File: src/hw/bofd_defs.vh
// What this block does
// - Any channel short-circuit or overload drives the fault summary output high.
// - Unit read with fault reporting on: bit 15 is 0 on fault, else 1.
// - Fault status appears on bit 15 only when fault-to-databus is selected (default).
// - Acknowledge mode selectable, external or automatic; automatic is the default.
// - Automatic mode does not latch the fault; status returns once fault clears.
// - Automatic mode re-enables a channel by itself when its short is removed.
// - External mode keeps a faulted channel off until fault gone and ack high.
// - A short-circuit indicator output mirrors the fault summary.
// - Two indicators show the release input and the acknowledge input.
// - Outputs are set only by word or byte writes; no output read-back.
// - Respond only to top bits 111 plus matching unit address; lane picks group.
// - Release high enables the channels; release low forces all channels off.
// - Address-match flag pulses for one cycle after a bus request whose address comparison succeeds.
`ifndef BOFD_DEFS_VH
`define BOFD_DEFS_VH

// ==========================================================
// Address decode
`define BOFD_CODE_HI 15
`define BOFD_CODE_LO 13
`define BOFD_CODE_VAL 3'h7
`define BOFD_UNIT_HI 12
`define BOFD_UNIT_LO 5
`define BOFD_OFS_HI 4
`define BOFD_OFS_LO 0

// ==========================================================
// Register offsets inside the unit
`define BOFD_OFS_OUTPUT 5'h00
`define BOFD_OFS_CONFIG 5'h04
`define BOFD_OFS_STATUS 5'h08
`define BOFD_OFS_IRQ_STAT 5'h0c
`define BOFD_OFS_IRQ_MASK 5'h10

// ==========================================================
// Fields
`define BOFD_FAULT_BIT 15
`define BOFD_CFG_ACK_MODE 0
`define BOFD_CFG_FAULT_BUS 1
`define BOFD_ST_FAULT 0
`define BOFD_ST_RELEASE 1
`define BOFD_ST_ACK 2
`define BOFD_IRQ_FAULT 0
`define BOFD_IRQ_RELEASE_LOST 1
`define BOFD_IRQ_W 2

// ==========================================================
// Reset values
`define BOFD_RST_OUTPUT 16'h0000
`define BOFD_RST_ACK_MODE 1'b0
`define BOFD_RST_FAULT_BUS 1'b1
`define BOFD_RST_IRQ 2'h0

`endif

File: src/hw/bofd_sync.v
`timescale 1ns/1ps
`default_nettype none
// ==========================================================
// Three-stage pin synchroniser with agreement filter
module bofd_sync #(
  parameter WIDTH = 18
) (
  // Clock and reset
  input wire i_clock,
  input wire i_srst,
  // Pins and clean levels
  input wire [WIDTH-1:0] i_pin,
  output reg [WIDTH-1:0] o_level
);

  reg [WIDTH-1:0] s1_q;
  reg [WIDTH-1:0] s2_q;
  reg [WIDTH-1:0] s3_q;

  genvar g;
  generate
    for (g = 0; g < WIDTH; g = g + 1) begin : g_bit
      // The first stage feeds only the second, so metastability never reaches logic.
      always @(posedge i_clock) begin
        if (i_srst) begin
          s1_q[g] <= 1'b0;
          s2_q[g] <= 1'b0;
          s3_q[g] <= 1'b0;
          o_level[g] <= 1'b0;
        end else begin
          s1_q[g] <= i_pin[g];
          s2_q[g] <= s1_q[g];
          s3_q[g] <= s2_q[g];
          if (s2_q[g] == s3_q[g]) begin
            o_level[g] <= s3_q[g];
          end
        end
      end
    end
  endgenerate

endmodule // bofd_sync
`default_nettype wire

File: src/hw/bofd_top.v
// Our own choices: the register addresses and the Avalon-MM slave port.
`timescale 1ns/1ps
`default_nettype none
`include "bofd_defs.vh"
// ==========================================================
// Binary output unit with fault diagnosis, Avalon-MM slave
module bofd_top #(
  parameter CHANNELS = 16
) (
  // Clock and reset
  input wire i_clock,
  input wire i_srst,
  // Avalon-MM slave
  input wire [15:0] i_avs_address,
  input wire i_avs_read,
  input wire i_avs_write,
  input wire [31:0] i_avs_writedata,
  input wire [3:0] i_avs_byteenable,
  output reg [31:0] o_avs_readdata,
  output wire o_avs_waitrequest,
  // Unit address switches
  input wire [7:0] i_unit_address,
  // Field pins
  input wire [CHANNELS-1:0] i_chan_fault,
  input wire i_release,
  input wire i_ack,
  output wire [CHANNELS-1:0] o_chan,
  output wire o_fault_summary,
  output wire o_short_led,
  output wire o_release_led,
  output wire o_ack_led,
  // Diagnostics and interrupt
  output reg o_address_match_flag,
  output wire o_irq
);

  // ========================================================
  // Pin synchronisation
  wire [CHANNELS+1:0] pins_s;
  wire [CHANNELS-1:0] fault_live;
  wire release_s;
  wire ack_s;

  bofd_sync #(
    .WIDTH(CHANNELS + 2)
  ) u_sync (
    .i_clock(i_clock),
    .i_srst(i_srst),
    .i_pin({i_ack, i_release, i_chan_fault}),
    .o_level(pins_s)
  );

  assign fault_live = pins_s[CHANNELS-1:0];
  assign release_s = pins_s[CHANNELS];
  assign ack_s = pins_s[CHANNELS+1];

  // ========================================================
  // Bus decode
  reg ack_q;
  wire req;
  wire unit_hit;
  wire [4:0] ofs;

  assign req = i_avs_read | i_avs_write;
  assign unit_hit = (i_avs_address[`BOFD_CODE_HI:`BOFD_CODE_LO] == `BOFD_CODE_VAL) &&
                    (i_avs_address[`BOFD_UNIT_HI:`BOFD_UNIT_LO] == i_unit_address);
  assign ofs = i_avs_address[`BOFD_OFS_HI:`BOFD_OFS_LO];
  // Every request, mapped or not, is answered one cycle later so the master never hangs.
  assign o_avs_waitrequest = req & ~ack_q;

  wire take;
  wire wr_take;
  assign take = req & ~ack_q;
  assign wr_take = i_avs_write & ~ack_q & unit_hit;

  // ========================================================
  // Registers
  reg [CHANNELS-1:0] out_q;
  reg ack_mode_select_q;
  reg fault_to_databus_select_q;
  reg [`BOFD_IRQ_W-1:0] irq_stat_q;
  reg [`BOFD_IRQ_W-1:0] irq_mask_q;
  reg [CHANNELS-1:0] chan_off_q;
  reg summary_prev_q;
  reg release_prev_q;
  wire summary;
  wire [`BOFD_IRQ_W-1:0] irq_set;

  always @(posedge i_clock) begin
    if (i_srst) begin
      ack_q <= 1'b0;
      o_address_match_flag <= 1'b0;
      out_q <= `BOFD_RST_OUTPUT;
      ack_mode_select_q <= `BOFD_RST_ACK_MODE;
      fault_to_databus_select_q <= `BOFD_RST_FAULT_BUS;
      irq_mask_q <= `BOFD_RST_IRQ;
    end else begin
      ack_q <= take;
      o_address_match_flag <= take & unit_hit;
      if (wr_take) begin
        if (ofs == `BOFD_OFS_OUTPUT) begin
          // Lane 0 reaches channels 0 to 7, lane 1 channels 8 to 15; both is a word write.
          if (i_avs_byteenable[0]) begin
            out_q[7:0] <= i_avs_writedata[7:0];
          end
          if (i_avs_byteenable[1]) begin
            out_q[15:8] <= i_avs_writedata[15:8];
          end
        end else if (ofs == `BOFD_OFS_CONFIG) begin
          if (i_avs_byteenable[0]) begin
            ack_mode_select_q <= i_avs_writedata[`BOFD_CFG_ACK_MODE];
            fault_to_databus_select_q <= i_avs_writedata[`BOFD_CFG_FAULT_BUS];
          end
        end else if (ofs == `BOFD_OFS_IRQ_MASK) begin
          if (i_avs_byteenable[0]) begin
            irq_mask_q <= i_avs_writedata[`BOFD_IRQ_W-1:0];
          end
        end
      end
    end
  end

  // ========================================================
  // Read path
  always @(posedge i_clock) begin
    if (i_srst) begin
      o_avs_readdata <= 32'h0000_0000;
    end else if (take & i_avs_read) begin
      o_avs_readdata <= 32'h0000_0000;
      if (unit_hit) begin
        if (ofs == `BOFD_OFS_OUTPUT) begin
          // Output values are never read back; only the fault bit shows here.
          if (fault_to_databus_select_q) begin
            o_avs_readdata[`BOFD_FAULT_BIT] <= ~summary;
          end
        end else if (ofs == `BOFD_OFS_CONFIG) begin
          o_avs_readdata[`BOFD_CFG_ACK_MODE] <= ack_mode_select_q;
          o_avs_readdata[`BOFD_CFG_FAULT_BUS] <= fault_to_databus_select_q;
        end else if (ofs == `BOFD_OFS_STATUS) begin
          o_avs_readdata[`BOFD_ST_FAULT] <= summary;
          o_avs_readdata[`BOFD_ST_RELEASE] <= release_s;
          o_avs_readdata[`BOFD_ST_ACK] <= ack_s;
          o_avs_readdata[31:16] <= chan_off_q;
        end else if (ofs == `BOFD_OFS_IRQ_STAT) begin
          o_avs_readdata[`BOFD_IRQ_W-1:0] <= irq_stat_q;
        end else if (ofs == `BOFD_OFS_IRQ_MASK) begin
          o_avs_readdata[`BOFD_IRQ_W-1:0] <= irq_mask_q;
        end
      end
    end
  end

  // ========================================================
  // Fault handling per channel
  genvar c;
  generate
    for (c = 0; c < CHANNELS; c = c + 1) begin : g_chan
      always @(posedge i_clock) begin
        if (i_srst) begin
          chan_off_q[c] <= 1'b0;
        end else if (!ack_mode_select_q) begin
          chan_off_q[c] <= fault_live[c];
        end else if (fault_live[c]) begin
          chan_off_q[c] <= 1'b1;
        end else if (ack_s) begin
          chan_off_q[c] <= 1'b0;
        end
      end
    end
  endgenerate

  // In external mode the stored disable also holds the summary until acknowledged.
  assign summary = ack_mode_select_q ? (|chan_off_q) : (|fault_live);
  assign o_fault_summary = summary;
  assign o_short_led = summary;
  assign o_release_led = release_s;
  assign o_ack_led = ack_s;
  assign o_chan = out_q & ~chan_off_q & {CHANNELS{release_s}};

  // ========================================================
  // Interrupts
  assign irq_set[`BOFD_IRQ_FAULT] = summary & ~summary_prev_q;
  assign irq_set[`BOFD_IRQ_RELEASE_LOST] = release_prev_q & ~release_s;

  wire [`BOFD_IRQ_W-1:0] irq_clr;
  assign irq_clr = (wr_take && (ofs == `BOFD_OFS_IRQ_STAT) && i_avs_byteenable[0]) ?
                   i_avs_writedata[`BOFD_IRQ_W-1:0] : {`BOFD_IRQ_W{1'b0}};

  always @(posedge i_clock) begin
    if (i_srst) begin
      irq_stat_q <= `BOFD_RST_IRQ;
      summary_prev_q <= 1'b0;
      release_prev_q <= 1'b0;
    end else begin
      summary_prev_q <= summary;
      release_prev_q <= release_s;
      // A new event in the clearing cycle wins over the clear.
      irq_stat_q <= (irq_stat_q & ~irq_clr) | irq_set;
    end
  end

  assign o_irq = |(irq_stat_q & irq_mask_q);

endmodule // bofd_top
`default_nettype wire

File: config.mk
export PLATFORM = sky130hd
export DESIGN_NAME = bofd_top
export DESIGN_NICKNAME = d
export VERILOG_FILES = /design/src/hw/bofd_sync.v /design/src/hw/bofd_top.v
export VERILOG_INCLUDE_DIRS = /design/src /design/src/hw
export SDC_FILE = /design/constraint.sdc
export NUM_CORES = 1
export LEC_CHECK = 0
export BUFFER_PORTS_ARGS = -buffer_cell sky130_fd_sc_hd__buf_2
export CAP_MARGIN = 20
export CORE_ASPECT_RATIO = 0.5
export CORE_MARGIN = 2
export CORE_UTILIZATION = 56
export CTS_CLUSTER_DIAMETER = 120
export DETAILED_ROUTE_END_ITERATION = 16
export PLACE_DENSITY = 0.95
export REMOVE_ABC_BUFFERS = 1
export SLEW_MARGIN = 20
export SYNTH_ARGS = -nofsm -noshare
export SYNTH_HDL_FRONTEND = slang
export SYNTH_HIERARCHICAL = 1
export SYNTH_SLANG_ARGS = --single-unit
File: constraint.sdc
create_clock -name i_clock -period 5.2 [get_ports i_clock]
set_input_delay 0.52 -clock i_clock [delete_from_list [all_inputs] [get_ports i_clock]]
set_output_delay 0.52 -clock i_clock [all_outputs]
set_load 0.03 [all_outputs]
== After elaboration in Yosys (flattened, before gate mapping) ==
Index checks and enable logic that the tools add are counted.

* Register bits after elaboration: 134
* Latch bits: 0
* RAM bits: 0
* Bits in read-only memories: 0
* Output and inout port bits: 55
* Word-level logic and storage cells: 220
* Memories: 0

* Add/sub/neg operators: 0
* $mul: 0
* Divide/modulo/power cells: 0
* $lt $le $gt $ge: 0
* Equal/unequal tests: 40
* Shift-type cells: 0
* Muxes and demuxes: 49
* Bitwise logic cells: 21
* Reduce and logical (&&, ||, !) cells: 11

{| class="wikitable"
|+ Operators with widths
! operator !! count
|-
| 16-bit two-way mux || 3
|-
| 3-bit by 1-bit inequality test with 1-bit output (second input constant) || 16
|-
| 1-bit two-way mux || 38
|-
| 16-bit AND || 2
|-
| 16-bit OR reduction || 2
|-
| 1-bit equality test || 18
|-
| 17-bit two-way mux || 1
|-
| 16-bit NOT || 1
|-
| 5-bit by 4-bit equality test with 1-bit output (second input constant) || 2
|-
| 2-bit two-way mux || 5
|-
| 8-bit equality test || 1
|-
| 1-bit AND || 7
|-
| 3-bit two-way mux || 2
|-
| 1-bit NOT || 6
|-
| 3-bit AND reduction || 2
|-
| 5-bit by 3-bit equality test with 1-bit output (second input constant) || 1
|-
| 5-bit equality test (second input constant) || 1
|-
| 5-bit logical NOT || 1
|-
| 5-bit AND reduction || 1
|-
| 2-bit AND || 2
|-
| 4-bit AND reduction || 1
|-
| 3-bit equality test (second input constant) || 1
|-
| 1-bit logical AND || 3
|-
| 2-bit NOT || 1
|-
| 3 further kinds || 3
|}

== Longest topological paths before layout ==
Gate-level depths: netlist (run 1).

* Depth in word-level cells: 9
* Mapped depth: 6
* Depth with buffers taken out: 5

== Hierarchy ==
Netlist (run 1), hierarchy kept.

{| class="wikitable"
|+ Modules (own cells, without submodules)
! module !! instances !! cells each !! area each (um^2) !! seq. area each (um^2)
|-
| bofd_top || 1 || 296 || 2,676.3 || 1,241.2
|-
| bofd_sync || 1 || 188 || 2,314.7 || 1,441.4
|}

== Worst setup path after synthesis (run 1) ==
Ideal clock, no wire load.

* Path type: reg-to-output
* Start: register u_sync.o_level[16]
* End: output port o_chan[10]
* Data arrival time: 1.616 ns
* Setup slack: 3.064 ns
* Cell stages (with the launch flop): 3
* Buffers on the path: 0
* Cells stage by stage: dfxtp_1 -> clkinv_1 -> nor3b_1

* Cells in the longest elaborated chain, start to end: 1

{| class="wikitable"
|+ RTL lines
! item !! line !! source
|-
| start, declared || bofd_sync.v:13 || <nowiki>output reg [WIDTH-1:0] o_level</nowiki>
|-
| start signal, assigned by index || bofd_sync.v:35 || <nowiki>o_level[g] <= s3_q[g];</nowiki>
|-
| 16-bit AND || bofd_top.v:178 || <nowiki>assign o_chan = out_q & ~chan_off_q & {CHANNELS{release_s}};</nowiki>
|-
| end, declared || bofd_top.v:27 || <nowiki>output wire [CHANNELS-1:0] o_chan,</nowiki>
|}

Every way passes these cells.

== Final worst setup path (run 1) ==
* Start: register u_sync.o_level[16]
* End: output port o_chan[3]

The elaborated chain is that of the path after synthesis.

==> results of run 1 <==
per-stage QoR:
step           power [mW]  setup WS [ps]
2_1_floorplan        1.13           2850
3_3_place_gp         1.18           2580
3_5_place_dp         1.18           2850
4_1_cts              2.46           2320
5_1_grt              2.52           2180
6_report             2.45           2260
layer usage:
layer | part of all wire | up-vias | track usage
li1 | - | 1833 | -
met1 | 0.39 | 1849 | 0.300
met2 | 0.49 | 236 | 0.443
met3 | 0.087 | 48 | 0.0867
met4 | 0.033 | 0 | 0.151
met5 | 0 | - | 0
registers in the layout, indices dropped and copies added, names as in the netlist:
signal                     count
ack_q                          1
release_prev_q                 1
chan_off_q                    16
fault_to_databus_select_q      1
u_sync/s2_q                   18
summary_prev_q                 1
out_q                         16
u_sync/s1_q                   18
u_sync/o_level                18
u_sync/s3_q                   18
ack_mode_select_q              1
o_address_match_flag           1
irq_mask_q                     2
irq_stat_q                     2
o_avs_readdata                20
worst paths after layout:
path         slack, ps                               to                       startpoint
min reg2reg        430       u_sync/s2_q[11]$_SDFF_PP0_       u_sync/s1_q[11]$_SDFF_PP0_
max               2260                        o_chan[3]  u_sync/o_level[16]$_SDFFE_PP0N_
max reg2reg       3230  o_avs_readdata[15]$_SDFFE_PP0P_  u_sync/o_level[14]$_SDFFE_PP0N_
min                310        u_sync/s1_q[4]$_SDFF_PP0_                  i_chan_fault[4]
cells in the mapped netlist (2+ instances only):
master | instances | area share
xor2_1 | 8 | 0.014
a21oi_2 | 19 | 0.033
a21oi_1 | 23 | 0.023
o21ai_0 | 18 | 0.018
nor2b_2 | 52 | 0.091
buf_6 | 9 | 0.020
clkbuf_1 | 11 | 0.0083
a311oi_1 | 2 | 0.0035
nand4_1 | 2 | 0.0025
a22o_1 | 18 | 0.032
nor3_1 | 7 | 0.0070
nor4_1 | 8 | 0.010
dfxtp_1 | 134 | 0.54
buf_4 | 14 | 0.021
nor2b_1 | 4 | 0.0050
nand4_2 | 2 | 0.0050
inv_1 | 5 | 0.0038
nor3b_1 | 7 | 0.011
nand2b_1 | 7 | 0.0088
or4_1 | 3 | 0.0045
nand3_1 | 4 | 0.0040
or4_4 | 2 | 0.0045
nor2_1 | 53 | 0.040
nand2_1 | 36 | 0.027
mux2i_1 | 20 | 0.040
worst max-delay path, stage by stage (launching register included):
cell and delay, ps:
dfxtp_1 740, clkinv_1 550, nor3b_1 430, buf_2 280
final cells by class:
class | instances | area (µm²)
inverter | 6 | 22.5
timing repair buffer | 109 | 556
sequential | 134 | 2680
multi-input combinational | 321 | 2090
tap | 117 | 146
clock inverter | 8 | 143
fill | 554 | 2540
clock buffer | 24 | 502
power groups by stage:
stage                     sequential [mW]  combinational [mW]  clock [mW]
final                                1.06               0.111        1.29
after global routing                 1.06               0.120        1.34
after CTS                            1.05               0.111        1.29
after detailed placement             1.08               0.108           0
after global placement               1.07               0.106           0
after floorplan                      1.07              0.0527           0
logic make-up (layout without fill, tap and decap cells):
logic type | Yosys count | in the layout | synth area share
buffers and inverters | 40 | 147 | 0.0541
multiplexers | 20 | 20 | 0.0401
AND/OR/NAND/NOR | 196 | 196 | 0.236
XOR/XNOR | 8 | 8 | 0.0140
other | 1 | 12 | 0.000751
flip-flops | 134 | 134 | 0.537
AO/OA/AOI/OAI | 85 | 85 | 0.118
==> results.cfg, run 1 <==
[outcome]
status = completed

[synth]
ys_warn_count = 6
syn_area_per_cell_um2 = 10.3
ys.flop_type = dfxtp_1
synthCells = 484
syn_area_mm2 = 0.00499
ys_ff_latch = 134
synth-edff-count = 0
async_flop_share = 0
yosysSeqAreaShare = 0.537
synth_cell_types = 41

[detailed_routing]
wl_per_cell_um = 17.5
drtIter0Drc = 375
wl_mm = 12.6
vias = 3966
avgViaCountPerCell = 5.52
ant_nets = 0
dr.pass1.iters = 5
route.detailed.drc = 0

[floorplanning]
ios = 137
dieWidth_um = 138
core-area_mm2 = 0.00868
die_h_um = 70.8
die_area_mm2 = 0.00973
initial_core_util = 0.575
rows = 24

[clocking]
cts_tree = yes
cts_sinks = 134
clk_path_buf_depth = 2
numCtsBuffers = 17
cts-resized-gates = 0
post_cts_buffers = 0
clkTransAtPathRegs_ps = 50
clkLatencyLatePin_ps = 420
ctsHoldBuffers = 0
clockRootBuffer = clkbuf_16
cts_max_level = 4

[critical_path]
reg2regPathDepth = 5
crit_path_start_kind = flop
critPathKind = flop to output pin
cp.required_ps = 4680
crit_fanout = 15
end_kind = output pin
arrival_ps = 2420

[hold_path]
whs_path_depth = 2
hp-class = input pin to flop

[pwr]
switchingPower_uw = 501
swShare = 0.204
p_clk_frac = 0.525
intPower_mw = 1.95
powerDensity_mw_per_mm2 = 400
ir_drop_mv = 0.297
combinationalPowerShare = 0.045
power_frac_seq = 0.430
p_leak_nw = 2.68

[sta]
relSlewSlack = 0.423
finClkSkew_ps = 8.70
drv_slew = 0
timing.final.crit_period_ps = 2940
worst_slew_pin_slew_ps = 866
hold_ws_ps = 314
setup_viol = 0
finalHoldViolCount = 0
tns_ps = 0
rsz0062_at_grt = false
fin_crit_sh = 0.566
max_freq_ghz = 0.340

[grt]
antenna_found_initial = 0
grt_util_all_layers = 0.265
grt_overflow = 0
grt_pass1_wl_mm = 19.3
first_global_vias = 3944
grt_start_max_net_pins = 73

[placement]
io_buffers = 106
gp_congestion = 0.802
placed_area_mm2 = 0.00549
place_hpwl_mm = 7.10
dp.cells = 687

[finish]
drive_gt1_frac = 0.362
fin_area_mm2 = 0.00614
final_cell_mix = 134 x dfxtp_1, 105 x buf_2, 53 x nor2_1, 53 x nor2b_2, 36 x nand2_1
area_growth_pct = 23.0
final_common_cell = dfxtp_1
final_cell_count_no_fill = 719
diodes = 0
nNetsFinal = 671
utilization = 0.707

[run]
drv_cap = 0
Note: power is estimated with default switching activity, not from simulation.
==> run 2, diff against run 1 <==
- CORE_UTILIZATION: 56 -> 47
- PLACE_DENSITY: 0.95 -> 0.87
- clock period: 5.2 -> 2.7 ns (I/O delays scaled with it)
==> run 2 against run 1 <==
  * Total power is 84% higher
  * Clock power is 77% higher
  * Setup slack worse by 2100 ps
  * Combinational power is 91% higher
  * Critical path depth is 3 higher
  * Non-clock buffer count is 1 higher
  * Clock-buffer cell count is 4 lower
  * Via count is 4.4% lower
  * Sequential power is 92% higher
  * Sequential cell count stayed put
  * Wire length is 12% lower
  * Largest cell class unchanged
  * Highest routed layer unchanged
==> results.cfg, run 2 (synthesis results as in run 1) <==
[outcome]
status = completed

[finish]
final_common_cell = dfxtp_1
seq_area_mm2 = 0.00268
largest_register = o_avs_readdata
multiInputGateArea_mm2 = 0.00208
fillers = 811
final_cell_mix = 134 x dfxtp_1, 105 x buf_2, 53 x nor2_1
drive_gt1_frac = 0.365
fin_area_mm2 = 0.00613
largest_reg_flops = 20
utilization = 0.596
nNetsFinal = 672
diodes = 0
area_growth_pct = 22.8

[critical_path]
crit_path_start_kind = flop
cpPeakStageDelay_ps = 530
arrival_ps = 2300
worst_path_max_delay_cell = or4_1
crit_fanout = 4
critPathKind = flop to output pin
end_kind = output pin
path_cells = or4_1, nor3_1, nand4_1, nand2_1, inv_1, buf_2
cp.required_ps = 2430

[grt]
first_global_vias = 3634
grt_overflow = 0
grt_start_max_net_pins = 100
grt_pass1_wl_mm = 17.4
grt_util_all_layers = 0.194
antenna_found_initial = 0

[clocking]
numCtsBuffers = 17
post_cts_buffers = 0
clk_path_buf_depth = 2
cts_tree = yes
cts_max_level = 4
ctsHoldBuffers = 0
clockRootBuffer = clkbuf_16
clkTransAtPathRegs_ps = 60
cts-resized-gates = 0
cts_sinks = 134
clkLatencyLatePin_ps = 420

[pwr]
p_total_mw = 4.52
p_leak_nw = 2.65
ir_drop_mv = 0.500
powerDensity_mw_per_mm2 = 737

[run]
drv_cap = 0

[floorplanning]
die_h_um = 76.9
initial_core_util = 0.486
ios = 137
dieWidth_um = 150
die_area_mm2 = 0.0115
core-area_mm2 = 0.0103
rows = 26

[sta]
rsz0062_at_grt = false
finClkSkew_ps = 8.41
drv_slew = 0
max_freq_ghz = 0.390
relSlewSlack = 0.602
timing.final.crit_period_ps = 2570
setup_viol = 0
tns_ps = 0
fin_crit_sh = 0.951
finalHoldViolCount = 0
worst_slew_pin_slew_ps = 597

[detailed_routing]
wl_per_cell_um = 14.9
drtIter0Drc = 197
vias = 3790
ant_nets = 0
wl_mm = 11.1
route.detailed.drc = 0
avgViaCountPerCell = 5.10
dr.pass1.iters = 5

[placement]
place_hpwl_mm = 6.99
gp_congestion = 0.805
io_buffers = 106
placed_area_mm2 = 0.00554

[hold_path]
hp-class = input pin to flop
run 2: final timing paths:
check	start	end	slack [ps]	depth (start not counted)
max	chan_off_q[13]$_SDFFE_PP0P_	o_short_led	130	6
min	i_chan_fault[5]	u_sync/s1_q[5]$_SDFF_PP0_	60	2
max reg2reg	chan_off_q[13]$_SDFFE_PP0P_	o_avs_readdata[15]$_SDFFE_PP0P_	700	5
min reg2reg	summary_prev_q$_SDFF_PP0_	irq_stat_q[0]$_SDFF_PP0_	420	1
run 2: metrics by stage:
step	cells	hold slack [ps]	worst slack, ps
after CTS	743	50.8	131
after floorplan	461	332	596
final	743	62.5	133
after global placement	711	416	668
after detailed placement	711	420	626
after global routing	743	55.1	57.9
run 2: cell type report:
cell class              instances  share of cell area
repair buffers                110              0.0939
clock inverters                12              0.0208
inverters                       6             0.00367
multi-input cells             321               0.339
clock buffers                  20              0.0761
well taps                     140              0.0286
flip-flops and latches        134               0.438
run 2: routing by layer:
| layer | routed length, µm | track usage | vias up |
|---|---|---|---|
| met2 | 5340 | 0.340 | 122 |
| met5 | 0 | 0 | - |
| met4 | 262 | 0.0821 | 0 |
| li1 | - | - | 1835 |
| met3 | 717 | 0.0583 | 28 |
| met1 | 4770 | 0.219 | 1805 |
run 2: worst max-delay path, delay by kind of cell (launching register included):
family,cells,cell delay (ps)
buffers and inverters,2,260
flip-flops,1,350
AND/OR/NAND/NOR,4,1280
run 2: report_power, final:
group	internal, mW	switching, mW	total (mW)
combinational	0.0846	0.128	0.212
clock	1.43	0.850	2.28
sequential	2.01	0.0146	2.03
total	3.52	0.993	4.52
==> run 3, diff against run 2 <==
- ABC_AREA: unset -> 1
- PLACE_DENSITY: 0.87 -> 0.86
==> run 3 against run 2 <==
  * Setup slack better by 510 ps
  * Via count is 18% higher
  * Combinational power is 42% higher
  * First-iteration DRC count is 64% higher
  * Register-to-register slack better by 290 ps
  * Sequential power hardly changed
  * Global-route usage is 1.1 points higher
  * Final area is 2.4% higher
  * Core utilization is 1.7 points lower
==> results.cfg, run 3 <==
[synth]
yosysSeqAreaShare = 0.519
syn_area_mm2 = 0.00517
ys.flop_type = dfxtp_1
ys_warn_count = 6
synth-edff-count = 0
yosys-top-cells-count = 134 x dfxtp_1, 123 x nor2_1, 116 x inv_1
synth_area_leader_cell = dfxtp_1
synthCells = 670
synth_cell_types = 29
ys_ff_latch = 134
syn_area_per_cell_um2 = 7.72
async_flop_share = 0
synth.top_cell.area_share = 0.519
ys_top_cells_by_area = dfxtp_1 52%, nor2_1 8.9%, inv_1 8.4%, a21oi_1 5.5%, nand2_1 4.7%
synth_most_common_cell = dfxtp_1

[clocking]
post_cts_buffers = 0
clkLatencyLatePin_ps = 420
clkTransAtPathRegs_ps = 60
cts_tree = yes
clk_path_buf_depth = 2
cts_max_level = 4
ctsHoldBuffers = 0
cts_sinks = 134
cts-resized-gates = 0
numCtsBuffers = 17
clockRootBuffer = clkbuf_16

[sta]
worst_slack_ps = 646
finalHoldViolCount = 0
fin_crit_sh = 0.761
setup_viol = 0
max_freq_ghz = 0.487
finClkSkew_ps = 8.12
drv_slew = 0
rsz0062_at_grt = false
relSlewSlack = 0.338
hold_ws_ps = 50.9
worst_slew_pin_slew_ps = 990
tns_ps = 0
timing.final.crit_period_ps = 2050

[grt]
antenna_found_initial = 0
grt_pass1_wl_mm = 19.5
first_global_vias = 4217
grt_util_all_layers = 0.205
grt_start_max_net_pins = 77
grt_overflow = 0

[floorplanning]
die_h_um = 78.2
rows = 27
die_area_mm2 = 0.0119
dieWidth_um = 152
initial_core_util = 0.477
core-area_mm2 = 0.0108
ios = 137

[detailed_routing]
vias = 4488
avgViaCountPerCell = 4.82
wl_per_cell_um = 12.7
dr.pass1.iters = 5
route.detailed.drc = 0
wl_mm = 11.9
ant_nets = 0
drtIter0Drc = 324

[critical_path]
end_kind = output pin
crit_path_start_kind = flop
arrival_ps = 1780
critPathKind = flop to output pin
cp.required_ps = 2430
crit_fanout = 12

[hold_path]
hp-class = input pin to flop

[run]
drv_cap = 0

[placement]
dp_slack_ps = 926
place_hpwl_mm = 7.58
gp_congestion = 0.814
io_buffers = 106

[finish]
final_cell_mix = 134 x dfxtp_1, 123 x nor2_1, 115 x inv_1
final_common_cell = dfxtp_1
drive_gt1_frac = 0.218
largest_reg_flops = 20
fillers = 941
area_growth_pct = 21.4
largest_register = o_avs_readdata
diodes = 0
nNetsFinal = 856

[outcome]
status = completed

[pwr]
powerDensity_mw_per_mm2 = 717
ir_drop_mv = 0.514
p_leak_nw = 2.85
p_total_mw = 4.50
## run 3: cell count changes after synthesis, moves of 18 or more
cell     delta
inv_1     +111
nor2_1     +70
nor2b_2    -52
a21oi_1    +34
o21ai_0    +30
nand2_1    +29
nand3_1    +25
mux2i_1    -20
a21oi_2    -19
a22o_1     -18
## run 3: kinds of logic (layout without fill, tap and decap cells)
kind of cell | count (synthesis) | after routing | share of synthesized area
compound gates | 120 | 120 | 0.124
xor+xnor | 5 | 5 | 0.00992
buf+inv | 155 | 260 | 0.134
flops | 134 | 134 | 0.519
other cells | 1 | 12 | 0.000725
simple gates | 255 | 255 | 0.212
## run 3: layout make-up
| cell class | count | area (µm²) | share of cell area |
|---|---|---|---|
| clock buffers | 17 | 425 | 0.0678 |
| multi-input cells | 392 | 1840 | 0.292 |
| repair buffers | 109 | 566 | 0.0901 |
| flip-flops and latches | 134 | 2680 | 0.427 |
| inverters | 120 | 459 | 0.0732 |
| clock inverters | 14 | 128 | 0.0203 |
| well taps | 145 | 181 | 0.0289 |
## run 3: report_power, final
group          switching [mW]  leakage [nW]  internal (mW)  total (mW)
Combinational           0.204          1.49         0.0983       0.302
Sequential             0.0268          1.09           2.03        2.06
Clock                   0.876         0.262           1.27        2.14
## run 3: routing by layer
metal	up-vias	share of wire	track usage
met4	0	0.027	0.100
li1	2277	-	-
met2	197	0.47	0.336
met3	31	0.069	0.0591
met5	-	0	0
met1	1983	0.44	0.251
## run 3: worst paths after layout
check,from,slack [ps],endpoint,cells past startpoint
setup reg to reg,ack_mode_select_q$_SDFFE_PP0P_,990,chan_off_q[2]$_SDFFE_PP0P_,4
setup / recovery,u_sync/o_level[16]$_SDFFE_PP0N_,650,o_chan[14],3
hold reg to reg,u_sync/s1_q[3]$_SDFF_PP0_,400,u_sync/s2_q[3]$_SDFF_PP0_,2
hold / removal,i_chan_fault[13],50,u_sync/s1_q[13]$_SDFF_PP0_,3
## run 3: critical path: stages (launching register included)
cell	delay [ps]
dfxtp_1	560
inv_1	310
nor3_1	260
buf_2	250
## run 3: metrics by stage
stage | std cells | utilization | area [µm²]
2_1_floorplan | 646 | - | 4980
3_3_place_gp | 900 | 0.528 | 5720
3_5_place_dp | 900 | 0.528 | 5720
4_1_cts | 931 | 0.579 | 6280
5_1_grt | 931 | 0.579 | 6280
6_report | 931 | 0.579 | 6280
